## src/hdl/imtc_pkg.sv

```systemverilog
// Behaviour
// - Programming mode may be entered only from charge mode.
// - A 5 s hold in charge mode enters programming, indicators green and yellow.
// - After release both indicators blink 1, 2 or 3 times for 50 ms, 1 s, 2 s.
// - Each short press in programming advances the transfer time cyclically.
// - A 5 s hold lights both solid; release returns to charge, keeping the choice.
// - Thirty idle blink cycles in programming return the unit to charge mode.
// - Charging starts only after every startup diagnostic has passed.
// - Float target 2.27 V/cell at 25 C, minus 4 mV/cell per degree.
// - Above 40 C no further compensation; the 40 C value is held.
// - Low-voltage cutoff is fixed at 20.1 V string, no compensation.
// - Inverter overload: pulse-by-pulse limit plus averaged check over seconds.
// - The always-on output is energised whenever the system is on.
// - In charge mode each switched output follows its command input.
// - In inverter mode every output is energised, commands ignored.
// - Automatic test every 28 days; day counter clears on any inverter entry.
// - A short press runs inverter mode at least 15 s, then returns when synced.
// - A 5 s hold during the monthly test starts a 90 minute yearly inverter test.
// - Transfer time defaults to 50 ms out of reset.
// - At cutoff the fault shows for 1 minute, then the unit switches off.
package imtc_pkg;
  localparam int unsigned CLK_PERIOD_NS = 10;
  localparam int unsigned TICK_NS       = 1000000;
  localparam int unsigned TICK_CYCLES   = (TICK_NS + CLK_PERIOD_NS - 1) / CLK_PERIOD_NS;
  localparam int unsigned DEBOUNCE_MS   = 20;
  localparam int unsigned HOLD_S        = 5;
  localparam int unsigned HOLD_MS       = HOLD_S * 1000;
  localparam int unsigned MONTH_TEST_S  = 15;
  localparam int unsigned MONTH_TEST_MS = MONTH_TEST_S * 1000;
  localparam int unsigned YEAR_TEST_MIN = 90;
  localparam int unsigned YEAR_TEST_MS  = YEAR_TEST_MIN * 60000;
  localparam int unsigned LVD_SHOW_MIN  = 1;
  localparam int unsigned LVD_SHOW_MS   = LVD_SHOW_MIN * 60000;
  localparam int unsigned AUTO_DAYS     = 28;
  localparam logic [31:0] AUTO_TEST_MS  = 32'(64'(AUTO_DAYS) * 64'd86400000);
  localparam int unsigned AVG_OVL_MS    = 2000;
  localparam int unsigned BLINK_MS      = 250;
  localparam int unsigned BLINK_CYC_MS  = 3000;
  localparam logic [4:0]  IDLE_CYCLES   = 5'h1E;
  localparam int          CELLS         = 12;
  localparam int          FLOAT_MV_CELL = 2270;
  localparam int          COMP_MV_CELL  = 4;
  localparam int          TEMP_MID_C    = 25;
  localparam int          TEMP_CAP_C    = 40;
  localparam logic [15:0] LVD_MV        = 16'h4E84;
  localparam logic [1:0]  TSEL_50MS     = 2'h0;
  localparam logic [1:0]  TSEL_2S       = 2'h2;

  typedef enum logic [1:0] {COL_OFF, COL_GREEN, COL_YELLOW, COL_RED} imtc_colour_t;
  typedef enum logic [2:0] {ST_START, ST_CHARGE, ST_PROG, ST_INV, ST_LVD, ST_FAULT,
                            ST_OFF} imtc_mode_t;
  typedef enum logic [1:0] {TS_NONE, TS_MONTH, TS_YEAR} imtc_test_t;
endpackage

```

## src/hdl/imtc_button.sv

```systemverilog
`timescale 1ns/1ps
module imtc_button #(
  parameter int unsigned HOLD_TICKS = imtc_pkg::HOLD_MS
) (
  input  wire logic clk,         // System clock.
  input  wire logic rst_b,       // Asynchronous reset, active low.
  input  wire logic tick,        // One-millisecond strobe.
  input  wire logic btn_raw,     // Test button pin, high while pressed.
  output logic      hold_pulse,  // Hold time reached.
  output logic      short_pulse, // Released before the hold time.
  output logic      rel_pulse    // Any debounced release.
);
  import imtc_pkg::*;
  logic        s1_reg, s2_reg, deb_reg, deb_next, held_reg, held_next;
  logic [4:0]  dcnt_reg, dcnt_next;
  logic [31:0] hcnt_reg, hcnt_next;
  logic        hold_next, short_next, rel_next;

  always_comb begin
    deb_next   = deb_reg;
    dcnt_next  = dcnt_reg;
    hcnt_next  = hcnt_reg;
    held_next  = held_reg;
    hold_next  = 1'b0;
    // A level must hold for the whole debounce window before it is believed.
    if (s2_reg == deb_reg) begin
      dcnt_next = 5'h00;
    end else if (tick) begin
      dcnt_next = dcnt_reg + 5'h01;
      if (dcnt_reg == 5'(DEBOUNCE_MS - 1)) begin
        deb_next  = s2_reg;
        dcnt_next = 5'h00;
      end
    end
    if (!deb_reg) begin
      hcnt_next = 32'h0;
      held_next = 1'b0;
    end else if (tick && !held_reg) begin
      hcnt_next = hcnt_reg + 32'h1;
      if (hcnt_next == HOLD_TICKS) begin
        held_next = 1'b1;
        hold_next = 1'b1;
      end
    end
    rel_next   = deb_reg && !deb_next;
    short_next = rel_next && !held_reg;
  end

  always_ff @(posedge clk or negedge rst_b) begin
    if (!rst_b) begin
      s1_reg      <= 1'b0;
      s2_reg      <= 1'b0;
      deb_reg     <= 1'b0;
      dcnt_reg    <= 5'h00;
      hcnt_reg    <= 32'h0;
      held_reg    <= 1'b0;
      hold_pulse  <= 1'b0;
      short_pulse <= 1'b0;
      rel_pulse   <= 1'b0;
    end else begin
      s1_reg      <= btn_raw;
      s2_reg      <= s1_reg;
      deb_reg     <= deb_next;
      dcnt_reg    <= dcnt_next;
      hcnt_reg    <= hcnt_next;
      held_reg    <= held_next;
      hold_pulse  <= hold_next;
      short_pulse <= short_next;
      rel_pulse   <= rel_next;
    end
  end
endmodule

```

## src/hdl/imtc_blink.sv

```systemverilog
`timescale 1ns/1ps
module imtc_blink (
  input  wire logic       clk,       // System clock.
  input  wire logic       rst_b,     // Asynchronous reset, active low.
  input  wire logic       tick,      // One-millisecond strobe.
  input  wire logic       run,       // Pattern runs while high.
  input  wire logic [1:0] sel,       // Transfer time code, 0 to 2.
  output logic            lit,       // Indicators on.
  output logic            cycle_done // End of one blink cycle.
);
  import imtc_pkg::*;
  logic [11:0] ph_reg, ph_next;
  logic        lit_next, done_next;
  logic [11:0] slot;

  always_comb begin
    ph_next   = ph_reg;
    done_next = 1'b0;
    slot      = 12'(ph_reg / 12'(BLINK_MS));
    if (!run) begin
      ph_next = 12'h000;
    end else if (tick) begin
      if (ph_reg == 12'(BLINK_CYC_MS - 1)) begin
        ph_next   = 12'h000;
        done_next = 1'b1;
      end else begin
        ph_next = ph_reg + 12'h001;
      end
    end
    // One to three lit slots, each followed by a dark slot, then a pause.
    lit_next = run && !slot[0] && (slot < 12'({sel, 1'b0} + 3'h2));
  end

  always_ff @(posedge clk or negedge rst_b) begin
    if (!rst_b) begin
      ph_reg     <= 12'h000;
      lit        <= 1'b0;
      cycle_done <= 1'b0;
    end else begin
      ph_reg     <= ph_next;
      lit        <= lit_next;
      cycle_done <= done_next;
    end
  end
endmodule

```

## src/hdl/imtc_ctrl.sv

```systemverilog
`timescale 1ns/1ps
module imtc_ctrl #(
  parameter int unsigned TICK_CYC  = imtc_pkg::TICK_CYCLES,
  parameter int unsigned HOLD_T    = imtc_pkg::HOLD_MS,
  parameter int unsigned MONTH_T   = imtc_pkg::MONTH_TEST_MS,
  parameter int unsigned YEAR_T    = imtc_pkg::YEAR_TEST_MS,
  parameter int unsigned LVD_T     = imtc_pkg::LVD_SHOW_MS,
  parameter int unsigned OVL_T     = imtc_pkg::AVG_OVL_MS,
  parameter logic [31:0] AUTO_T    = imtc_pkg::AUTO_TEST_MS
) (
  input  wire logic                  clk,         // System clock, 100 MHz.
  input  wire logic                  rst_b,       // Asynchronous reset, active low.
  input  wire logic                  test_btn,    // Test button pin.
  input  wire logic                  utility_ok,  // Utility present pin.
  input  wire logic                  line_sync,   // Inverter locked to utility pin.
  input  wire logic [2:0]            cmd_in,      // Switch command pins.
  input  wire logic                  overcurrent, // Pulse current limit comparator.
  input  wire logic                  avg_ovl,     // Filtered current above limit.
  input  wire logic                  check_done,  // Startup diagnostics finished.
  input  wire logic                  check_pass,  // All diagnostics passed.
  input  wire logic [15:0]           battery_mv,  // Battery string voltage.
  input  wire logic signed [7:0]     temp_c,      // Battery temperature.
  output imtc_pkg::imtc_colour_t     charge_indicator,   // Charge LED colour.
  output imtc_pkg::imtc_colour_t     inverter_indicator, // Inverter LED colour.
  output logic                       always_on_out,      // Normally-on output.
  output logic [2:0]                 switched_out,       // Switched outputs.
  output logic                       charge_en,          // Charger running.
  output logic                       inverter_run,       // Inverter running.
  output logic                       pwm_inhibit,        // Gate cut this cycle.
  output logic [1:0]                 transfer_sel,       // Transfer time code.
  output logic [15:0]                float_target_mv,    // Float setpoint.
  output logic                       power_off           // Unit switched off.
);
  import imtc_pkg::*;

  logic [6:0]  s1_reg, s2_reg;
  logic        util_s, sync_s, oc_s, avg_s;
  logic [2:0]  cmd_s;
  logic [31:0] tick_cnt_reg, tick_cnt_next;
  logic        tick_reg, tick_next;
  logic        hold_p, short_p, rel_p, blink_lit, blink_done;

  imtc_mode_t   mode_reg, mode_next;
  imtc_test_t   test_reg, test_next;
  logic [1:0]   tsel_reg, tsel_next;
  logic         phold_reg, phold_next, pexit_reg, pexit_next;
  logic [4:0]   idle_reg, idle_next;
  logic [31:0]  tmr_reg, tmr_next, day_reg, day_next, ovl_reg, ovl_next;
  imtc_colour_t chg_next, inv_next;
  logic [2:0]   sw_next;
  logic [15:0]  float_next;
  int           tcomp;

  assign {util_s, sync_s, cmd_s, oc_s, avg_s} = s2_reg;

  // Pins are synchronised here; the pulse limit thus acts 30 ns after the edge.
  always_ff @(posedge clk or negedge rst_b) begin
    if (!rst_b) begin
      s1_reg <= 7'h00;
      s2_reg <= 7'h00;
    end else begin
      s1_reg <= {utility_ok, line_sync, cmd_in, overcurrent, avg_ovl};
      s2_reg <= s1_reg;
    end
  end

  always_comb begin
    tick_next     = 1'b0;
    tick_cnt_next = tick_cnt_reg + 32'h1;
    if (tick_cnt_reg == TICK_CYC - 1) begin
      tick_cnt_next = 32'h0;
      tick_next     = 1'b1;
    end
  end

  always_ff @(posedge clk or negedge rst_b) begin
    if (!rst_b) begin
      tick_cnt_reg <= 32'h0;
      tick_reg     <= 1'b0;
    end else begin
      tick_cnt_reg <= tick_cnt_next;
      tick_reg     <= tick_next;
    end
  end

  imtc_button #(.HOLD_TICKS(HOLD_T)) u_button (
    .clk         (clk),
    .rst_b       (rst_b),
    .tick        (tick_reg),
    .btn_raw     (test_btn),
    .hold_pulse  (hold_p),
    .short_pulse (short_p),
    .rel_pulse   (rel_p)
  );

  imtc_blink u_blink (
    .clk        (clk),
    .rst_b      (rst_b),
    .tick       (tick_reg),
    .run        (mode_reg == ST_PROG && !phold_reg && !pexit_reg),
    .sel        (tsel_reg),
    .lit        (blink_lit),
    .cycle_done (blink_done)
  );

  always_comb begin
    mode_next  = mode_reg;
    test_next  = test_reg;
    tsel_next  = tsel_reg;
    phold_next = phold_reg;
    pexit_next = pexit_reg;
    idle_next  = idle_reg;
    tmr_next   = tick_reg ? tmr_reg + 32'h1 : tmr_reg;
    day_next   = tick_reg ? day_reg + 32'h1 : day_reg;
    ovl_next   = 32'h0;
    unique case (mode_reg)
      ST_START: begin
        day_next = 32'h0;
        if (check_done) begin
          mode_next = check_pass ? ST_CHARGE : ST_FAULT;
        end
      end
      ST_CHARGE: begin
        if (!util_s) begin
          mode_next = ST_INV;
          test_next = TS_NONE;
        end else if (hold_p) begin
          mode_next  = ST_PROG;
          phold_next = 1'b1;
          pexit_next = 1'b0;
          idle_next  = 5'h00;
        end else if (short_p) begin
          mode_next = ST_INV;
          test_next = TS_MONTH;
        end else if (day_reg >= AUTO_T) begin
          mode_next = ST_INV;
          test_next = TS_MONTH;
        end
        if (mode_next == ST_INV) begin
          tmr_next = 32'h0;
          day_next = 32'h0;
        end
      end
      ST_PROG: begin
        if (!util_s) begin
          mode_next = ST_INV;
          test_next = TS_NONE;
          tmr_next  = 32'h0;
          day_next  = 32'h0;
        end else if (phold_reg) begin
          phold_next = !rel_p;
        end else if (pexit_reg) begin
          if (rel_p) begin
            mode_next = ST_CHARGE;
          end
        end else if (hold_p) begin
          pexit_next = 1'b1;
        end else if (short_p) begin
          tsel_next = (tsel_reg == TSEL_2S) ? TSEL_50MS : tsel_reg + 2'h1;
          idle_next = 5'h00;
        end else if (blink_done) begin
          idle_next = idle_reg + 5'h01;
          if (idle_next == IDLE_CYCLES) begin
            mode_next = ST_CHARGE;
          end
        end
      end
      ST_INV: begin
        day_next = 32'h0;
        ovl_next = avg_s ? (tick_reg ? ovl_reg + 32'h1 : ovl_reg) : 32'h0;
        if (battery_mv <= LVD_MV) begin
          mode_next = ST_LVD;
          tmr_next  = 32'h0;
        end else if (ovl_reg >= OVL_T) begin
          mode_next = ST_FAULT;
        end else if (test_reg == TS_MONTH && hold_p) begin
          test_next = TS_YEAR;
          tmr_next  = 32'h0;
        end else if (util_s && sync_s) begin
          if (test_reg == TS_NONE
              || (test_reg == TS_MONTH && tmr_reg >= MONTH_T)
              || (test_reg == TS_YEAR && tmr_reg >= YEAR_T)) begin
            mode_next = ST_CHARGE;
            test_next = TS_NONE;
          end
        end
      end
      ST_LVD: begin
        if (tmr_reg >= LVD_T) begin
          mode_next = ST_OFF;
        end
      end
      ST_FAULT: begin
        if (short_p) begin
          mode_next = ST_START;
        end
      end
      ST_OFF: begin
        tmr_next = tmr_reg;
      end
    endcase

    // Outputs are computed from the next state so they align with mode_reg.
    chg_next = COL_OFF;
    inv_next = COL_OFF;
    sw_next  = 3'h0;
    unique case (mode_next)
      ST_START, ST_OFF: begin
      end
      ST_CHARGE: begin
        chg_next = COL_GREEN;
        sw_next  = cmd_s;
      end
      ST_PROG: begin
        sw_next = cmd_s;
        if (phold_next || pexit_next || blink_lit) begin
          chg_next = COL_GREEN;
          inv_next = COL_YELLOW;
        end
      end
      ST_INV: begin
        inv_next = COL_YELLOW;
        sw_next  = 3'h7;
      end
      ST_LVD, ST_FAULT: begin
        chg_next = COL_RED;
        inv_next = COL_RED;
      end
    endcase

    // Compensation stops at the cap so hot batteries are not starved further.
    tcomp = (int'(temp_c) > TEMP_CAP_C) ? TEMP_CAP_C : int'(temp_c);
    float_next = 16'(CELLS * (FLOAT_MV_CELL - COMP_MV_CELL * (tcomp - TEMP_MID_C)));
  end

  always_ff @(posedge clk or negedge rst_b) begin
    if (!rst_b) begin
      mode_reg           <= ST_START;
      test_reg           <= TS_NONE;
      tsel_reg           <= TSEL_50MS;
      phold_reg          <= 1'b0;
      pexit_reg          <= 1'b0;
      idle_reg           <= 5'h00;
      tmr_reg            <= 32'h0;
      day_reg            <= 32'h0;
      ovl_reg            <= 32'h0;
      charge_indicator   <= COL_OFF;
      inverter_indicator <= COL_OFF;
      switched_out       <= 3'h0;
      always_on_out      <= 1'b1; // The normally-on feed stays on in reset and drops only in ST_OFF.
      charge_en          <= 1'b0;
      inverter_run       <= 1'b0;
      pwm_inhibit        <= 1'b0;
      power_off          <= 1'b0;
      float_target_mv    <= 16'h0000;
    end else begin
      mode_reg           <= mode_next;
      test_reg           <= test_next;
      tsel_reg           <= tsel_next;
      phold_reg          <= phold_next;
      pexit_reg          <= pexit_next;
      idle_reg           <= idle_next;
      tmr_reg            <= tmr_next;
      day_reg            <= day_next;
      ovl_reg            <= ovl_next;
      charge_indicator   <= chg_next;
      inverter_indicator <= inv_next;
      switched_out       <= sw_next;
      always_on_out      <= (mode_next != ST_OFF);
      charge_en          <= (mode_next == ST_CHARGE || mode_next == ST_PROG);
      inverter_run       <= (mode_next == ST_INV);
      pwm_inhibit        <= oc_s && (mode_next == ST_INV);
      power_off          <= (mode_next == ST_OFF);
      float_target_mv    <= float_next;
    end
  end

  assign transfer_sel = tsel_reg;
endmodule

```

## config.mk

```make
export PLATFORM = sky130hd
export DESIGN_NAME = imtc_ctrl
export DESIGN_NICKNAME = d
export VERILOG_FILES = /design/src/hdl/imtc_pkg.sv /design/src/hdl/imtc_button.sv /design/src/hdl/imtc_blink.sv /design/src/hdl/imtc_ctrl.sv
export SDC_FILE = /design/constraint.sdc
export NUM_CORES = 1
export LEC_CHECK = 0
export ABC_CLOCK_PERIOD_IN_PS = 3100
export BUFFER_PORTS_ARGS = -buffer_cell sky130_fd_sc_hd__clkbuf_2
export CORE_ASPECT_RATIO = 1.75
export CORE_MARGIN = 2
export CORE_UTILIZATION = 49
export DETAILED_ROUTE_END_ITERATION = 10
export PLACE_DENSITY_LB_ADDON = 0.05
export SYNTH_ARGS = -nofsm -noshare
export SYNTH_HDL_FRONTEND = slang
export SYNTH_SLANG_ARGS = --single-unit
```

## constraint.sdc

```tcl
create_clock -name clk -period 3.1 [get_ports clk]
set_input_delay 0.155 -clock clk [delete_from_list [all_inputs] [get_ports clk]]
set_output_delay 0.155 -clock clk [all_outputs]
set_load 0.005 [all_outputs]
```

* Yosys cells after proc, flatten, opt, wreduce, memory -nomap -nowiden
Cells that the tools add are included.
Storage, ports and cells: output and inout bits 30, register bits 241, word-level logic and storage cells 233
Operators by class: mux-type cells 98, $lt $le $gt $ge 8, add/subtract/negate cells 12, eq/ne operators 41, bitwise operators 3, div/mod/pow operators 1, reductions and logical operators 35, multiply operators 1
Operators by type and width (number):
- 2-to-1 mux 32 bit | 15
- adder 32 x 1 -> 32 bit (second input constant) | 5
- case mux 32 bit (4 select lines) | 1
- case mux 32 bit (3 select lines) | 1
- 2-to-1 mux 3 bit | 22
- 2-to-1 mux 5 bit | 11
- 2-to-1 mux 12 bit | 3
- == test 32 x 13 -> 1 bit (second input constant) | 1
- == test 32 x 17 -> 1 bit (second input constant) | 1
- >= comparator 32 x 11 -> 1 bit (second input constant) | 1
- >= comparator 32 x 14 -> 1 bit (second input constant) | 1
- >= comparator 32 x 16 -> 1 bit (second input constant) | 1
- >= comparator 32 x 23 -> 1 bit (second input constant) | 1
- >= comparator 32 bit (second input constant) | 1
- multiplier 3 x 32 -> 14 bit (first input constant) | 1
- subtractor 13 x 32 -> 32 bit (first input constant) | 1
- 2-to-1 mux 30 bit | 1
- subtractor 30 x 6 -> 30 bit (second input constant) | 1
- 2-to-1 mux 1 bit | 24
- 2-to-1 mux 2 bit | 12
- != test 2 bit (second input constant) | 11
- == test 3 bit (second input constant) | 6
- case mux 2 bit (3 select lines) | 3
- case mux 3 bit (6 select lines) | 1
- 34 further kinds | 73

* Depth between registers and ports, before layout
Gate-level depths: netlist (run 1).
depth after elaboration 13, mapped depth 22, mapped depth without buffers 22

* Hierarchy
A second synthesis (run 1) with hierarchy kept.
Unflattened totals: cells, all modules 1479, area total of the unflattened synthesis 13711.9 µm²
By module, submodules not included:
- imtc_ctrl | cells each 967, area an instance 9372.7 µm², times used 1, seq. area each 4555.6 µm²
- imtc_button | cells each 306, area an instance 2765.2 µm², times used 1, seq. area each 1101.1 µm²
- imtc_blink | cells each 206, area an instance 1574.0 µm², times used 1, seq. area each 350.3 µm²

* Worst setup path after synthesis (run 1)
No wires, ideal clock.
kind input -> register, start point in temp_c[0], end point reg float_target_mv[15], cell stages on the path 22, arrival 3.550 ns, slack -0.574 ns, required time 2.976 ns, buffers on the path 0, path through nor3_1 -> nor2b_1 -> o21ai_0 -> a21o_1 -> nand2_1 -> ha_1 -> a21oi_1 -> or3_1 -> o21ai_0 -> ha_1 -> xor2_1 -> ha_1 -> ha_1 -> inv_1 -> o21bai_1 -> a21oi_1 -> nor2b_1 -> o21a_1 -> o21ai_0 -> nand2b_1 -> a21oi_1 -> xnor2_1
Between the ends: cells in the longest elaborated chain, start to end 5
Ends and longest elaborated chain:
- start, declared | line imtc_ctrl.sv:22 | input wire logic signed [7:0] temp_c,
- greater-than comparator 8 x 7 -> 1 bit | line imtc_ctrl.sv:232 | tcomp = (int'(temp_c) > TEMP_CAP_C) ? TEMP_CAP_C : int'(temp_c);
- 2-to-1 mux 30 bit (*) | line imtc_ctrl.sv:232
- subtractor 30 x 6 -> 30 bit (*) | line imtc_ctrl.sv:233 | float_next = 16'(CELLS * (FLOAT_MV_CELL - COMP_MV_CELL * (tcomp - TEMP_MID_C)));
- subtractor 13 x 32 -> 32 bit (*) | line imtc_ctrl.sv:233
- multiplier 3 x 32 -> 14 bit (*) | line imtc_ctrl.sv:233
- named net float_next[15] | line imtc_ctrl.sv:51 | logic [15:0] float_next;
- end signal, assigned | line imtc_ctrl.sv:274 | float_target_mv <= float_next;
- end, declared | line imtc_ctrl.sv:31 | output logic [15:0] float_target_mv,
Mark *: on every way through the listed nets, which the timed path passes. The rest lies on a longest branch. A chain may end at the register's enable or synchronous reset.

* Final worst setup path (run 1)
start point reg u_blink.ph_reg[6], end point reg u_blink.lit
Between the ends: cells in the longest elaborated chain, start to end 4, elaborated cells on any way between the ends 5, classes of those cells div (1); order compare (1); reduce/logical (3)
Ends and longest elaborated chain:
- start, declared | line imtc_blink.sv:12 | logic [11:0] ph_reg, ph_next;
- start signal, assigned | line imtc_blink.sv:40 | ph_reg <= ph_next;
- divider 12 x 8 -> 12 bit (*) | line imtc_blink.sv:19 | slot = 12'(ph_reg / 12'(BLINK_MS));
- branches (longest 2 deep; another with less-than comparator 12 bit)
- logical AND 1 bit (*) | line imtc_blink.sv:31 | lit_next = run && !slot[0] && (slot < 12'({sel, 1'b0} + 3'h2));
- named net u_blink.lit_next | line imtc_blink.sv:13 | logic lit_next, done_next;
- end signal, assigned | line imtc_blink.sv:41 | lit <= lit_next;
- end, declared | line imtc_blink.sv:8 | output logic lit,
Mark *: on every way through the listed nets, which the timed path passes.

==> flow_metrics.env, run 1 <==
export IMPL_status="finished with violations"
export IMPL_violations="setup timing"
export IMPL_leakage_nw=7.27
export IMPL_root_buffer="clkbuf_16"
export IMPL_place_port_buffers=62
export IMPL_fmax_mhz=311
export IMPL_maxCapViolCount=0
export IMPL_pre_cts_ws_ps=-560
export IMPL_via_count=11100
export IMPL_ys_types=90
export IMPL_cp_start_kind="flop"
export IMPL_synth_area_leaders="dfrtp_1, xor2_1, nor2_1, xnor2_1, nand2_1"
export IMPL_grtUsageTotal_pct=21.7
export IMPL_yosysSeqAreaShare_pct=43.7
export IMPL_cts_buffers=25
export IMPL_core_area_mm2=0.0278
export IMPL_r2r_start="u_blink.ph_reg[6]$_DFFE_PN0P_"
export IMPL_final_util_pct=59.9
export IMPL_synth_area_leader_cell="dfrtp_1"
export IMPL_nets=1755
export IMPL_arrival_ps=3670
export IMPL_htreeDepth=1
export IMPL_die_area_mm2=0.0294
export IMPL_drc_errors=0
export IMPL_clk_latency_ps=560
export IMPL_synthFlopType="dfrtp_1"
export IMPL_max_slew_margin_rel_pct=40.9
export IMPL_die_w_um=130
export IMPL_rsz0062_at_grt="true"
export IMPL_drv_slew=0
export IMPL_rr_endpoint="u_blink.lit$_DFF_PN0_"
export IMPL_io_pins=66
export IMPL_layout_commonest_cell="dfrtp_1"
export IMPL_netlist_instances=1495
export IMPL_drt_wirelength_per_cell_um=15.1
export IMPL_netlist_area_mm2=0.0137
export IMPL_endpoint_kind="flop"
export IMPL_crit_type="reg2reg"
export IMPL_cts_tree="done"
export IMPL_skew_ps=21.1
export IMPL_p_total_mw=7.36
export IMPL_die_y_um=225
export IMPL_synth_edf_count=0
export IMPL_drt_iter0_drc=367
export IMPL_reg2reg_slack_ps=-110
export IMPL_hp_class="in2reg"
export IMPL_period_share_pct=104
export IMPL_vdd_drop_max_uv=413
export IMPL_yosys_warnings=0
export IMPL_critPathLaunch="u_blink.ph_reg[6]$_DFFE_PN0P_"
export IMPL_first_pass_iters=4
export IMPL_grt_pass1_wl_mm=52.4
export IMPL_whs_ps=74.0
export IMPL_grt_pass1_vias=11300
export IMPL_ys_ff_latch=239
export IMPL_worst_slack_ps=-111
export IMPL_synth_top_cell_area_share_pct=43.5
export IMPL_clkTransAtPathRegs_ps=60
export IMPL_syn_to_final_growth_pct=21.4
export IMPL_setup_viol=1
export IMPL_grt_antenna_before_repair=0
export IMPL_tightest_slew_ps=887
export IMPL_hold_viol_final=0
export IMPL_layout_cells_most_common_list="dfrtp_1, nor2_1, nand2_1, buf_4, xor2_1"
export IMPL_layout_drive_gt1_share_pct=19.6
export IMPL_syn_avg_cell_area_um2=9.17
export IMPL_r2r_cells=14
export IMPL_vias_per_cell=5.35
export IMPL_overflow=0
export IMPL_grt_max_degree=110
export IMPL_cts_max_path_buffers=3
export IMPL_gp_congestion=0.815
export IMPL_dpl_hpwl_mm=22.5
export IMPL_rows=81
export IMPL_async_flop_share_pct=100
export IMPL_fin_crit_ps=3210
export IMPL_initial_core_util_pct=49.3
export IMPL_clock_sinks=239
export IMPL_cp_endpoint="u_blink.lit$_DFF_PN0_"
export IMPL_drt_wl_total_mm=31.2
export IMPL_antenna_cells=0
export IMPL_path_max_fanout=4
export IMPL_ant_nets=0
export IMPL_power_density_mw_per_mm2=443
export IMPL_required_ps=3550
==> synth_stat cells, types with 4 or more instances <==
| library cell | n |
|---|---|
| mux2i_1 | 8 |
| clkbuf_1 | 44 |
| and3_1 | 26 |
| o211ai_1 | 5 |
| xnor2_1 | 87 |
| nand4_1 | 38 |
| o41ai_1 | 4 |
| nand2_1 | 145 |
| nor3_1 | 40 |
| dfrtp_1 | 238 |
| nor4_1 | 21 |
| nor2b_1 | 18 |
| a21oi_1 | 48 |
| a31oi_1 | 9 |
| o21ai_0 | 49 |
| a21o_1 | 9 |
| buf_6 | 5 |
| nand3_1 | 84 |
| ha_1 | 42 |
| mux2_2 | 8 |
| xor2_1 | 95 |
| o32ai_1 | 4 |
| or3_1 | 16 |
| o21a_1 | 9 |
| o31ai_1 | 11 |
| a211oi_1 | 7 |
| and2_1 | 36 |
| and4_1 | 11 |
| nor2_1 | 204 |
| buf_4 | 6 |
| or4_1 | 8 |
| nand3b_1 | 4 |
| nor3b_1 | 6 |
| a21boi_0 | 7 |
| inv_1 | 53 |
| nand2b_1 | 9 |
==> layer usage <==
metal / vias to the layer above / share of wire (%) / track usage (%)
met5: - / 0 / 0
met4: 0 / 2.6 / 6.93
met3: 54 / 2.3 / 2.45
met2: 127 / 56 / 42.6
met1: 5360 / 39 / 23.7
li1: 5515 / - / -
==> logic make-up (layout without fill, tap and decap cells) <==
kind of cell	Yosys count	count (layout)	synth area share [%]
compound gates	206	206	10.2
xor+xnor	182	182	11.6
fa+ha+maj	43	43	3.98
buf+inv	113	311	3.57
flops	239	239	43.7
mux	21	21	1.95
other cells	2	4	0.0548
simple gates	689	689	24.9
==> where the power goes <==
group	internal, mW	total, mW	switching (mW)
logic	0.418	0.778	0.360
registers	3.20	3.24	0.0357
clock network	2.04	3.35	1.31
==> cell type report <==
| class | instances | area [um^2] |
|---|---|---|
| clock buffers | 37 | 761 |
| clock inverters | 9 | 168 |
| fillers | 2553 | 11100 |
| inverters | 54 | 208 |
| multi-input cells | 1145 | 7530 |
| flip-flops and latches | 239 | 5990 |
| well taps | 373 | 467 |
| repair buffers | 211 | 1510 |
==> critical path, cell delays in order, from the launching register on <==
cell and delay, ps:
dfrtp_2 440, inv_4 70, ha_4 130, a21oi_4 60, buf_4 140, or3b_4 400
nand2_4 100, inv_2 50, or2_2 280, mux4_2 520, nor4_4 310, buf_4 190
o22a_1 140, o22ai_1 70, a221oi_2 220
==> through the flow <==
step	TNS, ps	cells	cell area [um^2]
5_1_grt	-418	2068	16600
4_1_cts	-145	2060	16400
3_5_place_dp	-2090	2002	15400
6_report	-111	2068	16600
3_3_place_gp	-1930	2002	15400
2_1_floorplan	-437	1497	13900
==> timing repair <==
action / CTS / global route
resized for setup: 8 / 32
hold buffers: 9 / 0
hold endpoints to repair: 111 / 0
setup buffers: 3 / 8
setup endpoints to repair: 3 / 8
pin swaps: 7 / 27
==> how the worst min path moves through the flow <==
stage | endpoint | from | cells after the start | slack (ps)
2_1_floorplan | charge_en$_DFF_PN0_ | rst_b | 0 | -140
3_3_place_gp | s1_reg[1]$_DFF_PN0_ | overcurrent | 1 | 260
3_5_place_dp | s1_reg[0]$_DFF_PN0_ | avg_ovl | 1 | 260
4_1_cts | float_target_mv[4]$_DFF_PN0_ | temp_c[0] | 4 | 40
5_1_grt | float_target_mv[5]$_DFF_PN0_ | temp_c[0] | 4 | 60
6_report | float_target_mv[5]$_DFF_PN0_ | temp_c[0] | 4 | 70
Note: power is estimated with default switching activity, not from simulation.
==> inputs of run 2 (changes only) <==
- ABC_CLOCK_PERIOD_IN_PS: 3100 -> 2800
- HOLD_SLACK_MARGIN: unset -> 0.15
- clock period: 3.1 -> 2.8 ns (I/O delays scaled with it)
==> flow_metrics.env, run 2 (synthesis gave the netlist of run 1 again) <==
export IMPL_clkPwrFrac_pct=43.3
export IMPL_reg2reg_slack_ps=-430
export IMPL_grt_antenna_before_repair=0
export IMPL_leakage_nw=7.45
export IMPL_p_int_mw=6.13
export IMPL_setup_viol=8
export IMPL_placed_cells=2031
export IMPL_clk_latency_ps=550
export IMPL_endpoint_kind="flop"
export IMPL_grtUsageTotal_pct=22.3
export IMPL_required_ps=3230
export IMPL_swShare_pct=23.6
export IMPL_max_slew_margin_rel_pct=30.4
export IMPL_crit_type="reg2reg"
export IMPL_drt_wirelength_per_cell_um=15.3
export IMPL_status="finished with violations"
export IMPL_cts_buffers=25
export IMPL_place_port_buffers=62
export IMPL_placed_cell_area_mm2=0.0156
export IMPL_r2r_cells=13
export IMPL_rsz0062_at_grt="true"
export IMPL_design_area_mm2=0.0171
export IMPL_fmax_mhz=309
export IMPL_cts_max_path_buffers=3
export IMPL_grt_pass1_vias=11600
export IMPL_drv_slew=0
export IMPL_initial_core_util_pct=49.3
export IMPL_overflow=0
export IMPL_arrival_ps=3670
export IMPL_power_share_combinational_pct=12.1
export IMPL_die_area_mm2=0.0294
export IMPL_p_sw_mw=1.89
export IMPL_clkTransAtPathRegs_ps=60
export IMPL_ant_nets=0
export IMPL_via_count=11400
export IMPL_hold_viol_final=0
export IMPL_period_share_pct=115
export IMPL_gp_congestion=0.844
export IMPL_syn_to_final_growth_pct=25.0
export IMPL_power_density_mw_per_mm2=469
export IMPL_rr_endpoint="u_blink.lit$_DFF_PN0_"
export IMPL_die_y_um=225
export IMPL_htreeDepth=1
export IMPL_core_area_mm2=0.0278
export IMPL_nets=1795
export IMPL_drc_errors=0
export IMPL_io_pins=66
export IMPL_layout_cells_most_common_list="dfrtp_1, nor2_1, buf_4, nand2_1, xor2_1"
export IMPL_first_pass_iters=4
export IMPL_antenna_cells=0
export IMPL_drt_wl_total_mm=32.3
export IMPL_layout_commonest_cell="dfrtp_1"
export IMPL_die_w_um=130
export IMPL_r2r_start="u_blink.ph_reg[10]$_DFFE_PN0P_"
export IMPL_violations="setup timing"
export IMPL_hp_class="in2async"
export IMPL_cp_start_kind="flop"
export IMPL_vias_per_cell=5.41
export IMPL_layout_drive_gt1_share_pct=22.7
export IMPL_clock_sinks=239
export IMPL_tightest_slew_ps=1040
export IMPL_layoutNonFillerInstCount=2108
export IMPL_path_max_fanout=6
export IMPL_skew_ps=26.7
export IMPL_drt_iter0_drc=493
export IMPL_root_buffer="clkbuf_16"
export IMPL_cts_tree="done"
export IMPL_worst_slack_ps=-432
export IMPL_grt_max_degree=75
export IMPL_fin_crit_ps=3230
export IMPL_dpl_hpwl_mm=23.3
export IMPL_seq_power_share_pct=44.6
export IMPL_vdd_drop_max_uv=470
export IMPL_rows=81
export IMPL_maxCapViolCount=0
export IMPL_setup_tns_ps=-1150
export IMPL_grt_pass1_wl_mm=53.4
==> run 2: cell types whose count changed in the layout (fill, tap and decap cells not counted), sizes merged <==
cell / previous run / this run
clkinv: 3 / 5
buf: 143 / 181
dlygate4sd3: 9 / 11
clkbuf: 96 / 90
inv: 56 / 55
clkinvlp: 0 / 5
==> run 2: power by group through the flow <==
stage | combinational (mW) | sequential [mW] | clock [mW]
after detailed placement | 0.802 | 3.64 | 0
after global placement | 0.792 | 3.64 | 0
after CTS | 0.851 | 3.58 | 3.58
final | 0.974 | 3.58 | 3.47
after floorplan | 0.396 | 3.64 | 0
after global routing | 1.07 | 3.59 | 3.70
==> run 2: layout make-up <==
| cell class | count | area (um^2) |
|---|---|---|
| Clock buffer | 31 | 658 |
| Clock inverter | 15 | 191 |
| Fill cell | 2493 | 10600 |
| Inverter | 54 | 208 |
| Multi-Input combinational cell | 1145 | 7730 |
| Sequential cell | 239 | 5990 |
| Tap cell | 373 | 467 |
| Timing Repair Buffer | 251 | 1880 |
==> run 2: critical path: stages, from the launching register on <==
cell and delay, ps:
dfrtp_2 430, buf_4 140, nand4_4 130, or3b_4 460
a31oi_4 230, mux2i_4 130, o31ai_4 270, mux4_2 390
nor4_4 260, buf_4 170, buf_6 100, o22a_1 140
o22ai_2 60, a221oi_2 230
==> run 2: layer usage <==
layer | track usage [%] | vias to the layer above | wire length [um]
met5 | 0 | - | 0
li1 | - | 5597 | -
met3 | 2.54 | 75 | 759
met1 | 23.4 | 5580 | 12000
met2 | 43.7 | 160 | 18400
met4 | 8.99 | 0 | 1140
==> run 2: per-stage QoR <==
step	hold slack [ps]	setup WS, ps	utilization (%)	power, mW
floorplan	-156	-477	-	4.03
global placement	135	-773	56.3	4.44
CTS	159	-454	60.5	8.01
global route	204	-572	61.7	8.36
finish	151	-432	61.7	8.02
detailed placement	138	-889	56.3	4.45
==> run 2: how the worst max path moves through the flow <==
stage | startpoint | slack, ps | depth (start not counted) | endpoint
floorplan | temp_c[1] | -480 | 22 | float_target_mv[15]$_DFF_PN0_
CTS | u_blink.ph_reg[6]$_DFFE_PN0P_ | -450 | 13 | u_blink.lit$_DFF_PN0_
finish | u_blink.ph_reg[10]$_DFFE_PN0P_ | -430 | 13 | u_blink.lit$_DFF_PN0_
global placement | temp_c[1] | -770 | 23 | float_target_mv[15]$_DFF_PN0_
global route | u_blink.ph_reg[5]$_DFFE_PN0P_ | -570 | 14 | u_blink.lit$_DFF_PN0_
detailed placement | temp_c[2] | -890 | 23 | float_target_mv[15]$_DFF_PN0_
==> run 2: timing repair <==
| action | 4_1_cts | 5_1_grt |
|---|---|---|
| hold buffers | 11 | 0 |
| setup endpoints to repair | 49 | 51 |
| cloned | 0 | 0 |
| pin swaps | 24 | 36 |
| gates resized for setup | 26 | 53 |
| endpoints found under the hold margin | 249 | 0 |
| setup buffers | 10 | 11 |
